[config.mk]
export PLATFORM = sky130hd
export DESIGN_NAME = bts_exec
export DESIGN_NICKNAME = d
export VERILOG_FILES = /design/src/pkg/bts_pkg.sv /design/src/logic/bts_exec.sv
export VERILOG_INCLUDE_DIRS = /design/src /design/src/pkg
export SDC_FILE = /design/constraint.sdc
export NUM_CORES = 1
export LEC_CHECK = 0
export ABC_AREA = 1
export BUFFER_PORTS_ARGS = -buffer_cell sky130_fd_sc_hd__buf_2
export CAP_MARGIN = 20
export CORE_ASPECT_RATIO = 1.5
export CORE_MARGIN = 2
export CORE_UTILIZATION = 25
export DETAILED_ROUTE_END_ITERATION = 8
export HOLD_SLACK_MARGIN = 0.06
export PLACE_DENSITY_LB_ADDON = 0.05
export RECOVER_POWER = 25
export SYNTH_ARGS = -nofsm -noshare
export SYNTH_HDL_FRONTEND = slang
export SYNTH_SLANG_ARGS = --single-unit
[constraint.sdc]
create_clock -name sys_clk_in -period 2.8 [get_ports sys_clk_in]
set_input_delay 0.14 -clock sys_clk_in [delete_from_list [all_inputs] [get_ports sys_clk_in]]
set_output_delay 0.14 -clock sys_clk_in [all_outputs]
set_load 0.01 [all_outputs]
[src/pkg/bts_consts.svh]
// Constants of the bit test and bit set executor.
// Assumes one clock edge per clock state.
`ifndef BTS_CONSTS_SVH
`define BTS_CONSTS_SVH
// ----------------------------------------
// Instruction bytes
// ----------------------------------------
`define BTS_PFX_FIRST  8'hdd
`define BTS_PFX_SECOND 8'hfd
`define BTS_PFX_BITOP  8'hcb
`define BTS_MEM_CODE   3'h6
`define BTS_GRP_TEST   2'h1
`define BTS_GRP_SET    2'h3
// ----------------------------------------
// Flag positions
// ----------------------------------------
`define BTS_FLAG_ZERO  6
`define BTS_FLAG_HALF  4
`define BTS_FLAG_SUB   1
`define BTS_FLAG_CARRY 0
// ----------------------------------------
// Clock period in ns and timing in clock states
// ----------------------------------------
`define BTS_CLK_PERIOD_NS 8
`define BTS_T_TEST_IDX 20
`define BTS_T_SET_IDX  23
`define BTS_T_SET_PTR  15
`define BTS_T_SET_REG  8
`endif

[src/pkg/bts_pkg.sv]
// Types of the bit test and bit set executor.
// Assumes bts_consts.svh is not needed here.
package bts_pkg;
  typedef enum logic [1:0] {
    BTS_ST_IDLE = 2'b01,
    BTS_ST_RUN  = 2'b10
  } bts_state_t;
  typedef enum logic [1:0] {
    BTS_K_SET_REG = 2'h0,
    BTS_K_SET_PTR = 2'h1,
    BTS_K_TEST_IDX = 2'h2,
    BTS_K_SET_IDX = 2'h3
  } bts_kind_t;
  typedef struct packed {
    logic [15:0] addr;
    logic [7:0]  wdata;
    logic        rd;
    logic        wr;
  } bts_mem_req_t;
  typedef logic [7:0][7:0] bts_gpr_t;
endpackage : bts_pkg

[src/logic/bts_exec.sv]
// Executor for bit test on indexed memory and bit set on register or memory.
// Assumes memory read data is stable by the last clock state of a read cycle.
`timescale 1ns/1ps
`include "bts_consts.svh"

// Operation
// RULE1: Test with first prefix dd reads at first_index_pair plus signed displacement.
// RULE2: Test with second prefix fd reads at second_index_pair plus signed displacement.
// RULE3: The bit field b selects bit 0 to 7 with bit 0 the least significant.
// RULE4: Test sets zero to the inverted bit, sets half carry, clears subtract, keeps carry.
// RULE5: An indexed test takes 20 clock states in cycles of 4, 4, 3, 5 and 4.
// RULE6: Register set forces the chosen bit of the register to one with flags untouched.
// RULE7: Register codes 000 to 101 are b to l and 111 is the accumulator.
// RULE8: Register set takes 8 clock states in two cycles of 4.
// RULE9: Pointer set forces the bit in the byte at main_pointer_pair, flags untouched.
// RULE10: Pointer set takes 15 clock states in cycles of 4, 4, 4 and 3.
// RULE11: Indexed set forces the bit at first_index_pair plus displacement, flags untouched.
// RULE12: Indexed set takes 23 clock states in cycles of 4, 4, 3, 5, 4 and 3.
// RULE13: Set with prefix fd ends in a byte 11 b 110 and targets second_index_pair plus d.
// RULE14: Pointer set opcode carries 110 in its low three bits.
// RULE15: Set with prefix dd ends in a byte 11 b 110.
// RULE16: Memory set reads the byte then writes it back with only the chosen bit set; the code ORs the chosen bit into the byte read, keeping the other bits.
module bts_exec (
  // Clock and reset
  input  wire logic                  sys_clk_in,
  input  wire logic                  arst_n_in,
  // Instruction start
  input  wire logic                  go_in,
  input  wire logic [15:0]           pc_in,
  // Pointer registers
  input  wire logic [15:0]           first_index_pair_in,
  input  wire logic [15:0]           second_index_pair_in,
  input  wire logic [15:0]           main_pointer_pair_in,
  // Register and flag preload
  input  wire logic                  load_in,
  input  wire logic [2:0]            load_sel_in,
  input  wire logic [7:0]            load_data_in,
  input  wire logic                  flags_wr_in,
  input  wire logic [7:0]            flags_data_in,
  // Memory port
  output      bts_pkg::bts_mem_req_t mem_req_out,
  input  wire logic [7:0]            mem_rdata_in,
  // Status
  output      logic                  busy_out,
  output      logic                  done_out,
  output      logic                  ill_out,
  output      logic [7:0]            flags_out,
  output      bts_pkg::bts_gpr_t     regs_out
);
  // ----------------------------------------
  // Functions
  // ----------------------------------------
  function automatic logic [7:0] bit_mask(input logic [2:0] b);
    bit_mask = 8'h01 << b;
  endfunction : bit_mask

  function automatic logic [2:0] mc_len(input logic pfx, input logic [2:0] mc);
    mc_len = 3'h4;
    if (pfx) begin
      unique case (mc)
        3'h2: mc_len = 3'h3;
        3'h3: mc_len = 3'h5;
        3'h5: mc_len = 3'h3;
        default: mc_len = 3'h4;
      endcase
    end else if (mc == 3'h3) begin
      mc_len = 3'h3;
    end
  endfunction : mc_len

  // ----------------------------------------
  // State
  // ----------------------------------------
  bts_pkg::bts_state_t   st_q, st_d;
  bts_pkg::bts_kind_t    kind_q, kind_d;
  bts_pkg::bts_mem_req_t mem_q, mem_d;
  bts_pkg::bts_gpr_t     regs_q, regs_d;
  logic [2:0]  t_q, t_d, mc_q, mc_d;
  logic        pfx_q, pfx_d, sec_q, sec_d;
  logic [15:0] pc_q, pc_d, ea_q, ea_d;
  logic [7:0]  opc_q, opc_d, data_q, data_d, flags_q, flags_d;
  logic        done_q, done_d, ill_q, ill_d;
  logic [5:0]  cnt_q, cnt_d;
  logic        last, fin, bad;
  logic [15:0] idx;

  always_comb begin
    st_d = st_q;
    kind_d = kind_q;
    mem_d = mem_q;
    mem_d.rd = 1'b0;
    mem_d.wr = 1'b0;
    regs_d = regs_q;
    t_d = t_q;
    mc_d = mc_q;
    pfx_d = pfx_q;
    sec_d = sec_q;
    pc_d = pc_q;
    ea_d = ea_q;
    opc_d = opc_q;
    data_d = data_q;
    flags_d = flags_q;
    fin = 1'b0;
    bad = 1'b0;
    idx = sec_q ? second_index_pair_in : first_index_pair_in;
    last = (t_q == mc_len(pfx_q, mc_q) - 3'h1);
    if (load_in && load_sel_in != `BTS_MEM_CODE) begin
      regs_d[load_sel_in] = load_data_in;
    end
    if (flags_wr_in) begin
      flags_d = flags_data_in;
    end
    unique case (st_q)
      bts_pkg::BTS_ST_IDLE: begin
        if (go_in) begin
          st_d = bts_pkg::BTS_ST_RUN;
          t_d = 3'h0;
          mc_d = 3'h0;
          pc_d = pc_in;
          mem_d.addr = pc_in;
          mem_d.rd = 1'b1;
        end
      end
      bts_pkg::BTS_ST_RUN: begin
        t_d = t_q + 3'h1;
        if (last) begin
          t_d = 3'h0;
          mc_d = mc_q + 3'h1;
          mem_d.addr = pc_q + 16'(mc_q) + 16'h1;
          mem_d.rd = 1'b1;
          if (mc_q == 3'h0) begin
            pfx_d = (mem_rdata_in != `BTS_PFX_BITOP);
            sec_d = (mem_rdata_in == `BTS_PFX_SECOND);
            bad = !(mem_rdata_in == `BTS_PFX_BITOP || mem_rdata_in == `BTS_PFX_FIRST
                    || mem_rdata_in == `BTS_PFX_SECOND);
          end else if (!pfx_q) begin
            unique case (mc_q)
              3'h1: begin
                opc_d = mem_rdata_in;
                bad = (mem_rdata_in[7:6] != `BTS_GRP_SET);
                if (mem_rdata_in[2:0] != `BTS_MEM_CODE) begin
                  // RULE6 register bit set
                  // RULE7 register code index
                  regs_d[mem_rdata_in[2:0]] = regs_q[mem_rdata_in[2:0]]
                                              | (bad ? 8'h00 : bit_mask(mem_rdata_in[5:3]));
                  kind_d = bts_pkg::BTS_K_SET_REG;
                  fin = 1'b1;
                end else begin
                  // RULE14 memory code
                  // RULE9 pointer addressed read
                  kind_d = bts_pkg::BTS_K_SET_PTR;
                  ea_d = main_pointer_pair_in;
                  mem_d.addr = main_pointer_pair_in;
                end
              end
              3'h2: begin
                // RULE16 read then write back
                data_d = mem_rdata_in;
                mem_d.addr = ea_q;
                mem_d.rd = 1'b0;
                mem_d.wr = 1'b1;
                mem_d.wdata = mem_rdata_in | bit_mask(opc_q[5:3]);
              end
              default: fin = 1'b1;
            endcase
          end else begin
            unique case (mc_q)
              3'h1: bad = (mem_rdata_in != `BTS_PFX_BITOP);
              // RULE1 first index plus displacement
              // RULE2 second index plus displacement
              3'h2: ea_d = 16'(idx + {{8{mem_rdata_in[7]}}, mem_rdata_in});
              3'h3: begin
                // RULE13 indexed opcode layout
                // RULE15 indexed opcode layout
                opc_d = mem_rdata_in;
                bad = (mem_rdata_in[2:0] != `BTS_MEM_CODE)
                      || !(mem_rdata_in[7:6] == `BTS_GRP_SET
                           || mem_rdata_in[7:6] == `BTS_GRP_TEST);
                kind_d = (mem_rdata_in[7:6] == `BTS_GRP_SET) ? bts_pkg::BTS_K_SET_IDX
                                                              : bts_pkg::BTS_K_TEST_IDX;
                mem_d.addr = ea_q;
              end
              3'h4: begin
                data_d = mem_rdata_in;
                if (kind_q == bts_pkg::BTS_K_TEST_IDX) begin
                  // RULE3 bit select
                  // RULE4 test flag effects
                  flags_d[`BTS_FLAG_ZERO] = ~mem_rdata_in[opc_q[5:3]];
                  flags_d[`BTS_FLAG_HALF] = 1'b1;
                  flags_d[`BTS_FLAG_SUB] = 1'b0;
                  fin = 1'b1;
                end else begin
                  // RULE11 indexed read modify write
                  mem_d.addr = ea_q;
                  mem_d.rd = 1'b0;
                  mem_d.wr = 1'b1;
                  mem_d.wdata = mem_rdata_in | bit_mask(opc_q[5:3]);
                end
              end
              default: fin = 1'b1;
            endcase
          end
          // RULE5 cycle sequence
          // RULE8 cycle sequence
          // RULE10 cycle sequence
          // RULE12 cycle sequence
          if (fin || bad) begin
            st_d = bts_pkg::BTS_ST_IDLE;
            mem_d.rd = 1'b0;
            mem_d.wr = 1'b0;
          end
        end
      end
      default: st_d = bts_pkg::BTS_ST_IDLE;
    endcase
    done_d = (st_q == bts_pkg::BTS_ST_RUN) && (st_d == bts_pkg::BTS_ST_IDLE);
    ill_d = bad;
    cnt_d = (st_q == bts_pkg::BTS_ST_IDLE) ? 6'h1 : (done_d ? cnt_q : cnt_q + 6'h1);
  end

  always_ff @(posedge sys_clk_in or negedge arst_n_in) begin
    if (!arst_n_in) begin
      st_q <= bts_pkg::BTS_ST_IDLE;
      kind_q <= bts_pkg::BTS_K_SET_REG;
      mem_q <= '0;
      regs_q <= '0;
      t_q <= 3'h0;
      mc_q <= 3'h0;
      pfx_q <= 1'b0;
      sec_q <= 1'b0;
      pc_q <= 16'h0000;
      ea_q <= 16'h0000;
      opc_q <= 8'h00;
      data_q <= 8'h00;
      flags_q <= 8'h00;
      done_q <= 1'b0;
      ill_q <= 1'b0;
      cnt_q <= 6'h0;
    end else begin
      st_q <= st_d;
      kind_q <= kind_d;
      mem_q <= mem_d;
      regs_q <= regs_d;
      t_q <= t_d;
      mc_q <= mc_d;
      pfx_q <= pfx_d;
      sec_q <= sec_d;
      pc_q <= pc_d;
      ea_q <= ea_d;
      opc_q <= opc_d;
      data_q <= data_d;
      flags_q <= flags_d;
      done_q <= done_d;
      ill_q <= ill_d;
      cnt_q <= cnt_d;
    end
  end

  assign mem_req_out = mem_q;
  assign busy_out = st_q[1];
  assign done_out = done_q;
  assign ill_out = ill_q;
  assign flags_out = flags_q;
  assign regs_out = regs_q;
endmodule : bts_exec

==> flow_summary.ini, run 1 <==
[synthesis]
async_flop_share = 1.00
ys_types = 45
synth-edff-count = 0
ys_seq_elements = 147
netlist_area_sq_um = 9750
synth_top_cell_by_area = dfrtp_1
ys.flop_type = dfrtp_1
syn_inst = 1424
yosysWarnings = 0
yosys.area.top_type_share = 0.375
seq_area_frac_synth = 0.378
synth_area_leaders = dfrtp_1 37%, nand2_1 14%, o21ai_0 9.6%
postSynthAreaPerCell_sq_um = 6.84
synth_nets = 1549

[route]
wire_per_inst_um = 19.8
drc = 0
via_per_inst = 4.80
postRouteAntennaNets = 0
drt_iter0_markers = 550
drt_wl_total_um = 43700
routed-via-count = 10600
drtPass1Iterations = 5

[power_and_ir_drop]
clockPowerShare = 0.280
pwr-share-comb = 0.372
p_leak_nw = 6.51
p_int_mw = 5.03
switchingPower_mw = 3.59
vdd_drop_max_mv = 0.368
p_per_area_nw_per_um2 = 679
netSwitchingFraction = 0.416
pwr-share-seq = 0.347

[floorplan]
start_util = 0.254
core_area_sq_um = 38400
design.die.area_sq_um = 40600
io_pins = 197
die_x_um = 165
rows = 88
die-height_um = 246

[cells_and_area]
syn_to_final_growth_pct = 30.2
layout.nets = 1816
multiInputGateArea_sq_um = 5260
layout-drive-gt1-share = 0.197
fillers = 4275
fin_util = 0.330
fin_cells = 2204
layout.area.seq_sq_um = 3680

[sta]
slew_viol_final = 58
timing.hold.ws_ps = 83.3
maxSlewHeadroom = -0.0897
setup_viol = 0
post-route-period-util = 0.932
layout_min_cycle_time_ps = 2610
fmax_mhz = 383
skew_ps = 18.9
rsz0062_at_grt = yes
tightest_slew_ps = 1630
hold_viol = 0

[critical_path]
cp-start-kind = register
cp_max_fo = 6
crit_chain = mux2_2 -> ha_1 -> inv_1 -> fa_1 -> nor3_2 -> nor2_1 -> o21ai_0 -> xor2_1 -> o21ai_0 -> nand2_1
r2r_slack_ps = 190
cp.required_ps = 3140
startpoint = sec_q
timing.rr.start = sec_q
critical_path_class = register to register
arrival_ps = 2950
timing.critical_path.mode_cell = o21ai_0
r2r-end = ea_q[8]
worst_path_max_delay_cell = dfrtp_2
max_stage_delay_ps = 490
endpoint_kind = register
reg2regPathDepth = 10

[place]
place_congestion = 0.863
hpwl_um = 35300
dpl.cell_count = 2125
port-buffer-count = 196

[clock_tree]
clock_sinks = 147
cts.path.max_buffers = 2
cts_buffers = 17
cts-root-buf = clkbuf_16
path_clk_slew_ps = 70
clock_latency_ps = 460
h-tree-depth = 4
cts_tree = built

[global_route]
grt_usage = 0.218
grt_max_degree = 58
grt_pass1_wl_um = 65200
grt_pass1_vias = 10700
grt_overflow = 0
antenna_found_initial = 9

[hold_path]
hold_class = primary input to register
holdPathEnd = regs_out[62]
min_from = load_data_in[6]
min_path_cells = 5

[flow_run]
max_cap_violations = 1

[status]
status = finished with violations
violations = max-capacitance violations, max-slew violations
[state kept, by name (all words and copies together), names as in the netlist]
register / flops
mc_q: 3
flags_out: 8
pc_q: 16
ill_out: 1
regs_out: 64
done_out: 1
t_q: 3
st_q: 2
sec_q: 1
pfx_q: 1
opc_q: 3
ea_q: 16
mem_req_out: 26
kind_q: 2
[worst max-delay path, delay by kind of cell (launching register included)]
kind / cells / cell delay, ps
simple gates: 3 / 480
xor+xnor: 1 / 110
fa+ha+maj: 2 / 690
flops: 1 / 490
buf+inv: 1 / 90
compound gates: 2 / 360
mux: 1 / 270
[cells by family (layout without fill, tap and decap cells)]
group / after synthesis / after routing / share of synthesized area
AOI/OAI and AO/OA: 308 / 308 / 0.172
xor gates and xnor gates: 8 / 8 / 0.00719
adders and majority gates: 29 / 29 / 0.0388
buffers and inverters: 217 / 497 / 0.0845
DFF: 147 / 147 / 0.378
muxes: 23 / 23 / 0.0262
other: 0 / 5 / 0
and+or+nand+nor: 692 / 692 / 0.294
[final cells by class]
type | count | area share
flip-flops and latches | 147 | 0.290
repair buffers | 303 | 0.151
well taps | 495 | 0.0488
multi-input cells | 1060 | 0.414
diodes | 5 | 0.000986
clock buffers | 17 | 0.0335
clock inverters | 15 | 0.0130
inverters | 162 | 0.0479
[placed cells by master, fill, tap and decap left out, types with 26 or more instances in the layout]
cell type        n
buf_4           60
o21ai_0        185
nand3_1        138
nor2_1         149
dlygate4sd3_1   41
buf_2          195
ha_1            26
nand2_1        371
inv_1          157
dfrtp_1        145
a21oi_1         62
[power by group through the flow]
stage | clock (mW) | combinational [mW] | sequential [mW]
after floorplan | 0 | 1.73 | 3.01
after global placement | 0 | 3.20 | 3.04
after detailed placement | 0 | 3.20 | 3.03
after CTS | 2.49 | 3.26 | 3.00
after global routing | 2.57 | 3.62 | 3.06
final | 2.41 | 3.21 | 2.99
[worst max path at each step]
stage | to | slack (ps) | cells after the start
2_1_floorplan | ea_q[12] | 290 | 14
3_3_place_gp | ea_q[8] | -110 | 10
3_5_place_dp | ea_q[8] | -140 | 10
4_1_cts | ea_q[8] | 0.4 | 10
5_1_grt | regs_out[15] | -90 | 15
6_report | ea_q[8] | 190 | 10
[synth_stat cells, types with 2 or more instances]
cell      count
nand2_1     371
o21ai_0     186
inv_1       157
nor2_1      150
dfrtp_1     146
nand3_1     138
a21oi_1      63
clkbuf_1     45
ha_1         27
mux2_2       20
a31oi_1      16
o211ai_1     10
nand4_1       9
nor3_1        9
buf_2         7
xor2_1        7
or2_2         5
a221oi_1      4
o22ai_1       4
a22oi_1       3
buf_1         3
clkinv_1      3
mux2i_1       3
nor2_2        3
o31ai_1       3
o32ai_1       3
a211oi_1      2
a21o_1        2
a22o_1        2
fa_1          2
inv_2         2
nand3_2       2
nand3b_1      2
o21ai_1       2
o21bai_1      2
o221ai_1      2
[per-layer routing]
metal  vias up  track usage  routed length (um)
met2       273        0.428               24600
met5         -            0                  48
met3        81       0.0385                1800
met1      4963        0.220               15600
met4         8       0.0939                1690
li1       5252            -                   -
[timing repair]
item | 4_1_cts | 5_1_grt
setup buffers | 0 | 1
hold buffers | 41 | 0
gates resized for setup | 1 | 5
endpoints found under the hold margin | 97 | 0
endpoints found under the setup margin | 2 | 17
[metrics by stage]
step                      instance area (sq um)  setup TNS [ps]  power [mW]  setup WS [ps]
after floorplan                            9750               0        4.75            291
after global placement                    11700            -106        6.25           -106
after detailed placement                  11700            -161        6.23           -140
after CTS                                 12700               0        8.75          0.406
after global routing                      12700            -779        9.25          -92.3
final                                     12700               0        8.61            190
No activity file was read; power rests on OpenSTA's default activity.
==> run 2: changes to the inputs <==
--- a/config.mk
+++ b/config.mk
@@ -7,7 +7,7 @@
 export NUM_CORES = 1
 export LEC_CHECK = 0
 export ABC_AREA = 1
-export BUFFER_PORTS_ARGS = -buffer_cell sky130_fd_sc_hd__buf_2
+export BUFFER_PORTS_ARGS = -buffer_cell sky130_fd_sc_hd__buf_4
 export CAP_MARGIN = 20
 export CORE_ASPECT_RATIO = 1.5
 export CORE_MARGIN = 2
@@ -15,7 +15,6 @@
 export DETAILED_ROUTE_END_ITERATION = 8
 export HOLD_SLACK_MARGIN = 0.06
 export PLACE_DENSITY_LB_ADDON = 0.05
-export RECOVER_POWER = 25
 export SYNTH_ARGS = -nofsm -noshare
 export SYNTH_HDL_FRONTEND = slang
 export SYNTH_SLANG_ARGS = --single-unit
==> run 2 against run 1 <==
  * The flow now finishes without violations
  * Register-to-register slack hardly changed
  * Design area is 4.3% higher
  * Sequential cell count stayed put
  * Non-clock buffer count grew 1
  * Die area did not move
  * Clock-buffer cell count grew 1
  * Core utilization grew 1.4 points
  * Combinational power increased by 5%
  * Routed wire length shrank 0.82%
  * Clock skew down 6.8 ps
==> flow_summary.ini, run 2 (synthesis results as in run 1) <==
[cells_and_area]
final_cell_mix = 371 x nand2_1, 247 x buf_4, 184 x o21ai_0
final_common_cell = nand2_1
largest_reg_flops = 64
layout-drive-gt1-share = 0.191
fin_cells = 2200
syn_to_final_growth_pct = 35.8
layout.nets = 1817
fillers = 4250
n_antenna_cell = 0

[flow_run]
max_cap_violations = 0

[clock_tree]
path_clk_slew_ps = 70
clock_sinks = 147
cts-root-buf = clkbuf_16
clock_latency_ps = 460
cts.path.max_buffers = 2
cts_tree = built
cts_buffers = 17
h-tree-depth = 4

[route]
drc = 0
postRouteAntennaNets = 0
routed-via-count = 10600
wire_per_inst_um = 19.7
via_per_inst = 4.80
drtPass1Iterations = 6
drt_wl_total_um = 43300
drt_iter0_markers = 556

[place]
port-buffer-count = 196
place_congestion = 0.878
dpl.cell_count = 2115
hpwl_um = 34900

[critical_path]
cp-start-kind = register
timing.critical_path.mode_cell = nand2_1
cp_max_fo = 11
critPathTopFamily = simple AND/OR/NAND/NOR gates
max_stage_delay_ps = 440
critPathBufInv = 1
worst_path_max_delay_cell = dfrtp_1
crit_chain = buf_4 -> mux2_2 -> ha_1 -> nand2_1 -> nor2_1 -> nand3b_1 -> nand3_1 -> nand2_1 -> nand2_1 -> nand2_1 -> nand2_1 -> nand2_1 -> a21oi_1
critical_path_class = register to register
arrival_ps = 3000
endpoint_kind = register
cp.required_ps = 3180

[sta]
fmax_mhz = 381
tightest_slew_ps = 657
layout_min_cycle_time_ps = 2620
rsz0062_at_grt = no
tns_ps = 0
skew_ps = 12.2
hold_viol = 0
post-route-period-util = 0.937
slew_viol_final = 0
maxSlewHeadroom = 0.560
setup_viol = 0
timing.hold.ws_ps = 74.2

[floorplan]
die-height_um = 246
rows = 88
core_area_sq_um = 38400
start_util = 0.254
design.die.area_sq_um = 40600
io_pins = 197
die_x_um = 165

[global_route]
grt_pass1_wl_um = 65600
grt_max_degree = 68
antenna_found_initial = 0
grt_overflow = 0
grt_pass1_vias = 10900
grt_usage = 0.219

[power_and_ir_drop]
vdd_drop_max_mv = 0.399
p_leak_nw = 6.65
p_per_area_nw_per_um2 = 665

[status]
status = finished clean

[hold_path]
hold_class = primary input to register
==> run 2: changes by cell type in the layout (fill, tap and decap cells not counted), sizes merged <==
| cell | previous run | this run |
|---|---|---|
| dlygate4sd3 | 41 | 52 |
| diode | 5 | 0 |
| inv | 169 | 161 |
| clkinv | 6 | 9 |
| buf | 258 | 252 |
| clkinvlp | 1 | 4 |
| bufinv | 1 | 2 |
| clkbuf | 21 | 18 |
==> run 2: stage by stage <==
stage	total power, mW	instance area [sq um]	util	worst slack [ps]
after detailed placement	6.40	12100	0.314	96.8
after floorplan	4.75	9750	-	291
after global placement	6.40	12100	0.314	61.7
after global routing	9.46	13200	0.345	0.687
after CTS	8.92	13200	0.343	71.8
final	8.80	13200	0.345	178
==> run 2: timing repair <==
item                                   in CTS  in global routing
setup endpoints to repair                   0                 42
endpoints found under the hold margin      95                  0
setup buffers                               0                  1
resized for setup                           0                  8
hold buffers                               52                  0
==> run 2: final timing paths <==
kind	from	endpoint	slack, ps	cells after the start
min in group asynchronous	arst_n_in	mem_req_out[1]	190	2
worst max-delay path	sec_q	ea_q[12]	180	13
worst min-delay path	mem_rdata_in[6]	mem_req_out[8]	70	3
worst min register to register	regs_out[48]	regs_out[48]	420	0
worst max register to register	sec_q	ea_q[12]	180	13
max in group asynchronous	arst_n_in	regs_out[31]	1760	3
==> run 2: per-layer routing <==
metal | GRT usage | part of all wire | vias to the layer above
li1 | - | - | 5222
met4 | 0.103 | 0.045 | 0
met2 | 0.425 | 0.56 | 290
met5 | 0 | 0 | -
met1 | 0.222 | 0.36 | 4980
met3 | 0.0363 | 0.041 | 76
==> run 2: final cells by class <==
type / instances / area, sq um / share of cell area
Clock buffer: 18 / 439 / 0.0332
Clock inverter: 14 / 154 / 0.0116
Inverter: 162 / 612 / 0.0462
Multi-Input combinational cell: 1060 / 5270 / 0.398
Sequential cell: 147 / 3680 / 0.278
Tap cell: 495 / 619 / 0.0468
Timing Repair Buffer: 304 / 2470 / 0.186
==> run 2: worst reg2reg max path: cells and delay by family, from the launching register on <==
family                   cells  cell delay [ps]
adder cells (fa/ha/maj)      1              380
multiplexers                 1              370
AND/OR/NAND/NOR              9             1010
buffers and inverters        1              230
AO/OA/AOI/OAI                1              120
flip-flops                   1              440
==> run 2: report_power, final <==
part	switching (mW)	internal (mW)
combinational	1.98	1.40
clock	1.07	1.35
sequential	0.444	2.57
total	3.49	5.31
